===== config.mk =====
export PLATFORM = sky130hd
export DESIGN_NAME = flash_status_poller
export DESIGN_NICKNAME = d
export VERILOG_FILES = /design/src/verilog/flash_poll_pkg.sv /design/src/verilog/flash_status_poller.sv
export SDC_FILE = /design/constraint.sdc
export NUM_CORES = 1
export LEC_CHECK = 0
export ABC_AREA = 1
export BUFFER_PORTS_ARGS = -buffer_cell sky130_fd_sc_hd__buf_2
export CAP_MARGIN = 30
export CORE_UTILIZATION = 40
export CTS_CLUSTER_DIAMETER = 200
export DETAILED_ROUTE_END_ITERATION = 8
export PLACE_DENSITY = 0.66
export SYNTH_ARGS = -nofsm -noshare
export SYNTH_HDL_FRONTEND = slang
export SYNTH_SLANG_ARGS = --single-unit
export TNS_END_PERCENT = 30

===== constraint.sdc =====
create_clock -name clock -period 4.3 [get_ports clock]
set_input_delay 0.215 -clock clock [delete_from_list [all_inputs] [get_ports clock]]
set_output_delay 0.215 -clock clock [all_outputs]
set_load 0.03 [all_outputs]

===== src/verilog/flash_poll_pkg.sv =====
// Constants, register map and pin carrier for the flash status poller
package flash_poll_pkg;
    localparam int ADDR_W = 20;
    localparam int DQ_W   = 16;
    localparam int REG_AW = 4;
    localparam int RD_W   = 32;

    // Status bit positions in the data word
    localparam int BIT_TOGGLE1 = 6;
    localparam int BIT_TIMEOUT = 5;
    localparam int BIT_WINDOW  = 3;

    // Flash reset command word
    localparam logic [DQ_W-1:0] CMD_RESET = 16'h00f0;

    // Timing
    localparam int CLK_NS    = 40;
    localparam int T_ACC_NS  = 120;
    localparam int T_WP_NS   = 40;
    localparam int SYNC_CYC  = 4;
    localparam int ACC_CYC   = (T_ACC_NS + CLK_NS - 1) / CLK_NS;
    localparam int WP_CYC    = ((T_WP_NS + CLK_NS - 1) / CLK_NS) < 1 ? 1 : (T_WP_NS + CLK_NS - 1) / CLK_NS;
    localparam logic [3:0] READ_LAST = 4'(ACC_CYC + SYNC_CYC - 1);
    localparam logic [3:0] WP_LAST   = 4'(WP_CYC - 1);
    localparam logic [3:0] CNT_MAX   = 4'hf;
    localparam logic [3:0] PAIR_DONE = 4'h2;
    localparam logic [3:0] WIN_READS = 4'h3;

    // Register map
    localparam logic [REG_AW-1:0] REG_CTRL   = 4'h0;
    localparam logic [REG_AW-1:0] REG_ADDR   = 4'h4;
    localparam logic [REG_AW-1:0] REG_STATUS = 4'h8;
    localparam int CTRL_POLL  = 0;
    localparam int CTRL_WIN   = 1;
    localparam int CTRL_ABORT = 2;

    typedef enum logic [2:0] {S_IDLE, S_READ, S_EVAL, S_RST, S_RST_END} state_t;

    typedef struct packed {
        logic [ADDR_W-1:0] addr;
        logic [DQ_W-1:0]   dq_out;
        logic              dq_drive_n;
        logic              ce_n;
        logic              oe_n;
        logic              we_n;
    } pins_t;

    localparam pins_t PINS_IDLE = '{addr: '0, dq_out: '0, dq_drive_n: 1'b1, ce_n: 1'b1, oe_n: 1'b1, we_n: 1'b1};
endpackage


===== src/verilog/flash_status_poller.sv =====
// Host-side status poller for a parallel NOR flash
`timescale 1ns/1ps
module flash_status_poller
    import flash_poll_pkg::*;
(
    // Clock and reset
    input  wire logic              clock,
    input  wire logic              reset,
    // Software register port
    input  wire logic [REG_AW-1:0] reg_addr,
    input  wire logic [RD_W-1:0]   reg_wdata,
    input  wire logic              reg_wr,
    input  wire logic              reg_rd,
    output logic      [RD_W-1:0]   reg_rdata,
    // Flash pins
    output pins_t                  pins,
    input  wire logic [DQ_W-1:0]   dq_in,
    input  wire logic              ready_busy_in
);

    ////////////////////////////////////////////////////////////////////////
    // Pin synchronisers: change accepted once stages two and three agree
    logic [DQ_W-1:0] dq_s1_q, dq_s2_q, dq_s3_q, dq_q;
    logic            rb_s1_q, rb_s2_q, rb_s3_q, rb_q;

    always_ff @(posedge clock or posedge reset) begin
        if (reset) begin
            dq_s1_q <= '0;
            dq_s2_q <= '0;
            dq_s3_q <= '0;
            dq_q    <= '0;
            rb_s1_q <= 1'b1;
            rb_s2_q <= 1'b1;
            rb_s3_q <= 1'b1;
            rb_q    <= 1'b1;
        end else begin
            dq_s1_q <= dq_in;
            dq_s2_q <= dq_s1_q;
            dq_s3_q <= dq_s2_q;
            if (dq_s2_q == dq_s3_q) dq_q <= dq_s3_q;
            rb_s1_q <= ready_busy_in;
            rb_s2_q <= rb_s1_q;
            rb_s3_q <= rb_s2_q;
            if (rb_s2_q == rb_s3_q) rb_q <= rb_s3_q;
        end
    end

    ////////////////////////////////////////////////////////////////////////
    // Sequencer and registers
    state_t            st_q, st_d;
    pins_t             pins_q, pins_d;
    logic [ADDR_W-1:0] addr_reg_q, addr_reg_d;
    logic [3:0]        cnt_q, cnt_d, reads_q, reads_d;
    logic              win_mode_q, win_mode_d, prev_tb_q, prev_tb_d;
    logic              recheck_q, recheck_d, done_q, done_d, fail_q, fail_d;
    logic              window_q, window_d, win_valid_q, win_valid_d;
    logic              accepted_q, accepted_d, aborted_q, aborted_d;
    logic [RD_W-1:0]   rdata_q, rdata_d;
    logic              busy, ctrl_wr, start;
    logic              tb;

    assign busy    = (st_q != S_IDLE);
    assign ctrl_wr = reg_wr && (reg_addr == REG_CTRL);
    // New starts are ignored while a sequence runs; abort first
    assign start   = ctrl_wr && !busy && (reg_wdata[CTRL_POLL] || reg_wdata[CTRL_WIN]);
    assign tb      = dq_q[BIT_TOGGLE1];

    always_comb begin
        st_d        = st_q;
        pins_d      = pins_q;
        addr_reg_d  = addr_reg_q;
        cnt_d       = cnt_q;
        reads_d     = reads_q;
        win_mode_d  = win_mode_q;
        prev_tb_d   = prev_tb_q;
        recheck_d   = recheck_q;
        done_d      = done_q;
        fail_d      = fail_q;
        window_d    = window_q;
        win_valid_d = win_valid_q;
        accepted_d  = accepted_q;
        aborted_d   = aborted_q;
        rdata_d     = '0;

        if (reg_wr && reg_addr == REG_ADDR && !busy) addr_reg_d = reg_wdata[ADDR_W-1:0];

        case (st_q)
            S_IDLE: begin
                pins_d = PINS_IDLE;
                if (start) begin
                    // Every start begins with a fresh pair of reads
                    reads_d     = '0;
                    recheck_d   = 1'b0;
                    win_mode_d  = reg_wdata[CTRL_WIN] && !reg_wdata[CTRL_POLL];
                    done_d      = 1'b0;
                    fail_d      = 1'b0;
                    win_valid_d = 1'b0;
                    accepted_d  = 1'b0;
                    aborted_d   = 1'b0;
                    cnt_d       = '0;
                    st_d        = S_READ;
                end
            end
            S_READ: begin
                pins_d.addr = addr_reg_q;
                pins_d.ce_n = 1'b0;
                pins_d.oe_n = 1'b0;
                cnt_d       = cnt_q + 4'h1;
                if (cnt_q == READ_LAST) begin
                    pins_d.oe_n = 1'b1;
                    pins_d.ce_n = 1'b1;
                    st_d        = S_EVAL;
                end
            end
            S_EVAL: begin
                reads_d   = (reads_q == CNT_MAX) ? reads_q : reads_q + 4'h1;
                prev_tb_d = tb;
                cnt_d     = '0;
                st_d      = S_READ;
                if (reads_q == '0) begin
                    st_d = S_READ;
                end else if (win_mode_q) begin
                    // Window bit is read on the read after the toggle pair, whether or not the pair showed acceptance
                    if (reads_q == PAIR_DONE - 4'h1) begin
                        accepted_d = (tb != prev_tb_q);
                    end else begin
                        window_d    = dq_q[BIT_WINDOW];
                        win_valid_d = 1'b1;
                        st_d        = S_IDLE;
                    end
                end else if (tb == prev_tb_q) begin
                    done_d = 1'b1;
                    st_d   = S_IDLE;
                end else if (recheck_q) begin
                    fail_d        = 1'b1;
                    pins_d.ce_n   = 1'b0;
                    pins_d.we_n   = 1'b0;
                    pins_d.dq_out = CMD_RESET;
                    pins_d.dq_drive_n = 1'b0;
                    st_d          = S_RST;
                end else if (dq_q[BIT_TIMEOUT]) begin
                    recheck_d = 1'b1;
                end
            end
            S_RST: begin
                cnt_d = cnt_q + 4'h1;
                if (cnt_q == WP_LAST) begin
                    // Data held one cycle past the write strobe for hold time
                    pins_d.we_n = 1'b1;
                    st_d        = S_RST_END;
                end
            end
            S_RST_END: begin
                pins_d = PINS_IDLE;
                st_d   = S_IDLE;
            end
            default: begin
                pins_d = PINS_IDLE;
                st_d   = S_IDLE;
            end
        endcase

        // Abort lets software break off; a later start restarts from scratch
        // A failure decided in this cycle still gets its reset command written
        if (ctrl_wr && reg_wdata[CTRL_ABORT] && busy && st_q != S_RST && st_q != S_RST_END && st_d != S_RST) begin
            pins_d    = PINS_IDLE;
            aborted_d = 1'b1;
            st_d      = S_IDLE;
        end

        if (reg_rd) begin
            case (reg_addr)
                REG_ADDR:   rdata_d = RD_W'(addr_reg_q);
                REG_STATUS: rdata_d = {24'h000000, aborted_q, rb_q, accepted_q, win_valid_q,
                                       window_q, fail_q, done_q, busy};
                default:    rdata_d = '0;
            endcase
        end
    end

    always_ff @(posedge clock or posedge reset) begin
        if (reset) begin
            st_q        <= S_IDLE;
            pins_q      <= PINS_IDLE;
            addr_reg_q  <= '0;
            cnt_q       <= '0;
            reads_q     <= '0;
            win_mode_q  <= 1'b0;
            prev_tb_q   <= 1'b0;
            recheck_q   <= 1'b0;
            done_q      <= 1'b0;
            fail_q      <= 1'b0;
            window_q    <= 1'b0;
            win_valid_q <= 1'b0;
            accepted_q  <= 1'b0;
            aborted_q   <= 1'b0;
            rdata_q     <= '0;
        end else begin
            st_q        <= st_d;
            pins_q      <= pins_d;
            addr_reg_q  <= addr_reg_d;
            cnt_q       <= cnt_d;
            reads_q     <= reads_d;
            win_mode_q  <= win_mode_d;
            prev_tb_q   <= prev_tb_d;
            recheck_q   <= recheck_d;
            done_q      <= done_d;
            fail_q      <= fail_d;
            window_q    <= window_d;
            win_valid_q <= win_valid_d;
            accepted_q  <= accepted_d;
            aborted_q   <= aborted_d;
            rdata_q     <= rdata_d;
        end
    end

    assign pins      = pins_q;
    assign reg_rdata = rdata_q;

    ////////////////////////////////////////////////////////////////////////
    // Assertions
    property p_two_reads;
        @(posedge clock) disable iff (reset) $rose(done_q) |-> reads_q >= PAIR_DONE;
    endproperty
    a_two_reads: assert property (p_two_reads) else $error("done before two reads");

    property p_fail_after_recheck;
        @(posedge clock) disable iff (reset) $rose(fail_q) |-> $past(recheck_q) && reads_q >= WIN_READS;
    endproperty
    a_fail_after_recheck: assert property (p_fail_after_recheck) else $error("fail without recheck");

    property p_reset_cmd;
        @(posedge clock) disable iff (reset)
            $rose(fail_q) |-> ##[0:2] (!pins_q.we_n && !pins_q.ce_n && pins_q.dq_out == CMD_RESET);
    endproperty
    a_reset_cmd: assert property (p_reset_cmd) else $error("no reset command after failure");

    property p_restart;
        @(posedge clock) disable iff (reset) start |=> reads_q == '0 && !recheck_q && st_q == S_READ;
    endproperty
    a_restart: assert property (p_restart) else $error("poll did not restart from first read");

    property p_read_addr;
        @(posedge clock) disable iff (reset) !pins_q.oe_n |-> pins_q.addr == addr_reg_q && pins_q.we_n;
    endproperty
    a_read_addr: assert property (p_read_addr) else $error("status read at wrong address");

    property p_window_after_pair;
        @(posedge clock) disable iff (reset) $rose(win_valid_q) |-> reads_q == WIN_READS && win_mode_q;
    endproperty
    a_window_after_pair: assert property (p_window_after_pair) else $error("window read too early");

    property p_window_done;
        @(posedge clock) disable iff (reset)
            (start && reg_wdata[CTRL_WIN] && !reg_wdata[CTRL_POLL]) |-> ##[1:40] (win_valid_q || aborted_q);
    endproperty
    a_window_done: assert property (p_window_done) else $error("window check not finished");

    property p_no_drive_on_read;
        @(posedge clock) disable iff (reset) !pins_q.dq_drive_n |-> pins_q.oe_n ##1 pins_q.oe_n;
    endproperty
    a_no_drive_on_read: assert property (p_no_drive_on_read) else $error("bus driven during read");

endmodule


==> results.md <==
* WP data arrival at 2920 ps
* Commonest cells after routing, fill and taps aside: dfrtp_1, nand2_1, buf_2
* Post-synthesis simple-gate area fraction at between 10% and 20%
* Final Hold Vio Count at 0
* Peak Freq at 387 MHz
* Postcts setup bufs at 0
* Worst Max-Slew Pin Slew at just over 900 ps
* Finished Layout Cells at roughly 850
* Post_cts resized at 0
* Post-detailed-route count of antenna-violating nets at 0
* P_sw at 1.27 mW
* Via density at about 4.7
* Outcome: completed
* Largest family of logic cells by synthesized area: simple AND/OR/NAND/NOR gates
* Number of max-cap violations at 0
* Global-route wire length before repair at about 19000 um
* GR Util All Layers at roughly 17%
* Synth top area cells: dfrtp_1, nand2_1, buf_4, dfstp_2, inv_1
* Worst VDD drop at 313 uV
* Yosys reg bits at 140
* Die Ht at 121 um
* Sw Share at between 30% and 40%
* Row cnt at 43
* DRC at 0
* CP max stage cell: nor2_4
* Die width at around 120 um
* Root Buffer: clkbuf_16
* Fin area at between 6000 and 7000 sq um
* Hold Path Class: in -> async
* P_int at 2.63 mW
* Tcrit/Tclk final at 60.1%
* Sequential power share at 43.5%
* Pins Over Slew Limit at 0
* Worst-Skew Late Latency at 420 ps
* Critical path class: reg -> reg
* Post-route setup TNS at 0 ps
* Synth Area per Inst at 10.4 sq um
* Final WS setup at approximately 1700 ps
* PortBufs at a little over 90
* Async set-reset flop share out of synthesis at 100%
* Synth unique cells at 37
* Slew headroom at 38.5%
* PD cells at ~570 nW/um^2
* CTS tree: done
* Pre-CTS setup slack at 1710 ps
* Netlist Area Pre-Place at between 5000 and 6000 sq um
* Die Area at 14600 sq um
* Post-synthesis mux area share at ~1.6%
* Crit path top cell by count: nand2_1
* GR Overflow Total at 0
* Post-Synthesis Cells at approximately 540
* # diodes at 0
* Initial Util at between 40% and 50%
* Largest net degree at the start of global routing at between 100 and 150
* Initial DRC count at 204
* Vias at around 4.0k
* Commonest non-fill, non-tap cell in the layout: dfrtp_1
* Tot Pwr at between 3 and 4 mW
* Slowest cell delay on critical path at 550 ps
* Placed cell count at about 800
* Area leader, netlist: dfrtp_1
* Clock transition at the registers of the reported paths at 60 ps
* H-tree levels at 4
* Post-DP Area at 6150 sq um
* 1st-pass router iterations at 4
* Crit start category: flop
* Vias in the first global route at roughly 3.9k
* RSZ-0062 raised after global routing: false
* Static leakage at around 3.6 nW
* Worst-path fanout max at 30
* Cell Chain, Critical Path: nor2_4 -> nand2_2 -> inv_2 -> nand2_1 -> nand3_2 -> o21a_1 -> nand2_1
* # IOs at ~130
* Wire per inst at between 10 and 15 um
* Routed WL at between 10000 and 15000 um
* Post-synth EDFFs at 0
* Compound-Gate Fraction of Synth Area at 7.49%
* Logic pwr share at 22.3%
* Final setup fails at 0
* HPWL Detailed at approximately 7700 um
* Required @ worst endpoint at ~4600 ps
* Routability cong. at roughly 0.83
* Adder-Cell Fraction of Synth Area at between 1.5 and 2%
* YS warnings at 0
* CP endpoint kind: flop
* Xor/xnor share of the synthesized area at around 2.6%
* Final min period at between 2000 and 3000 ps
* Clock Tree Buf Depth at 2
* Net count, final at 715
* Top-area cell type share of the netlist area at 58.5%
* Setup Skew at around 16 ps
* Seq/Total Area, Yosys at just over 60%
* WHS at approximately 30 ps
* Final core occ at between 40% and 50%
* Top FF cell, synth: dfrtp_1
* Fraction of final layout cells sized beyond drive strength 1 at ~25%
* Clock sinks at 140
* CORE AREA at 13800 sq um
* Num CTS Buffers at 17
* Initial antenna violation count at 0
* Area Overhead vs Synth at 21.6%
* Clock Power Share at between 30% and 40%
[sequential cells by signal, summed over array words and instances, names as in the netlist]
name / count
reads_q: 4
rb_q: 1
fail_q: 1
st_q: 3
done_q: 1
dq_s1_q: 16
recheck_q: 1
pins: 25
win_mode_q: 1
window_q: 1
addr_reg_q: 20
dq_s3_q: 16
prev_tb_q: 1
accepted_q: 1
reg_rdata: 20
dq_s2_q: 16
win_valid_q: 1
rb_s2_q: 1
cnt_q: 4
rb_s1_q: 1
rb_s3_q: 1
dq_q: 3
aborted_q: 1
[power groups by stage]
| stage | Sequential (mW) | Clock, mW | Combinational [mW] |
|---|---|---|---|
| 4_1_cts | 1.70 | 1.36 | 0.875 |
| 2_1_floorplan | 1.85 | 0 | 0.485 |
| 5_1_grt | 1.72 | 1.42 | 0.964 |
| 3_5_place_dp | 1.72 | 0 | 0.858 |
| 3_3_place_gp | 1.70 | 0 | 0.825 |
| 6_report | 1.70 | 1.33 | 0.868 |
[routing by layer]
| layer | vias up | GRT usage [%] | wire length [um] |
|---|---|---|---|
| met1 | 1939 | 21.2 | 5030 |
| met4 | 0 | 7.41 | 186 |
| met2 | 106 | 27.4 | 5630 |
| li1 | 1911 | - | - |
| met3 | 18 | 5.05 | 578 |
| met5 | - | 0 | 0 |
[worst paths after layout]
check / from / endpoint / slack, ps / cells after the start
worst max-delay path: st_q[2]$_DFF_PP0_ / pins[1]$_DFFE_PP1P_ / 1720 / 7
worst min-delay path: reset / dq_s1_q[3]$_DFF_PP0_ / 30 / 2
worst max register to register: st_q[2]$_DFF_PP0_ / pins[1]$_DFFE_PP1P_ / 1720 / 7
worst min register to register: dq_s1_q[11]$_DFF_PP0_ / dq_s2_q[11]$_DFF_PP0_ / 340 / 0
max in group asynchronous: reset / rb_q$_DFFE_PP1N_ / 3250 / 3
min in group clock: reg_wdata[5] / addr_reg_q[5]$_DFFE_PP0P_ / 30 / 2
[cell usage after synthesis (3+ instances only)]
| cell type | number |
|---|---|
| a32o_1 | 8 |
| o211ai_1 | 4 |
| buf_4 | 28 |
| nor2_1 | 33 |
| clkbuf_1 | 7 |
| nand4_1 | 5 |
| nand2_2 | 3 |
| dfrtp_1 | 132 |
| a21oi_1 | 15 |
| xnor2_1 | 14 |
| a21oi_2 | 9 |
| ha_1 | 6 |
| mux2_4 | 3 |
| nand3_1 | 24 |
| o21ai_0 | 20 |
| o21ai_1 | 3 |
| xor2_1 | 3 |
| inv_2 | 6 |
| buf_2 | 5 |
| dfstp_2 | 8 |
| mux2_2 | 4 |
| nor3_1 | 12 |
| inv_1 | 55 |
| nand2_1 | 116 |
[area by class of cell]
type                       instances  area [sq um]
multi-input combinational        322          1710
clock buffer                      21           450
fill                            1262          6960
sequential                       140          3510
inverter                          61           234
tap                              180           225
timing repair buffer             110           638
clock inverter                    11          96.3
[cells by family after synthesis]
| kind of cell | after synthesis |
|---|---|
| AO/OA/AOI/OAI | 65 |
| XOR/XNOR | 17 |
| adder cells (fa/ha/maj) | 7 |
| buffers and inverters | 103 |
| flip-flops | 140 |
| multiplexers | 7 |
| other | 1 |
| AND/OR/NAND/NOR | 202 |
[repair_timing]
action,CTS,global route
hold buffers,17,0
endpoints found under the hold margin,17,0
endpoints found under the setup margin,0,0
[worst max-delay path: cells and delay by family (launching register included)]
| kind | cells | cell delay, ps |
|---|---|---|
| AOI/OAI and AO/OA | 1 | 230 |
| buffers and inverters | 1 | 210 |
| DFF | 1 | 430 |
| and+or+nand+nor | 5 | 1610 |
(Power assumes the default switching activity.)
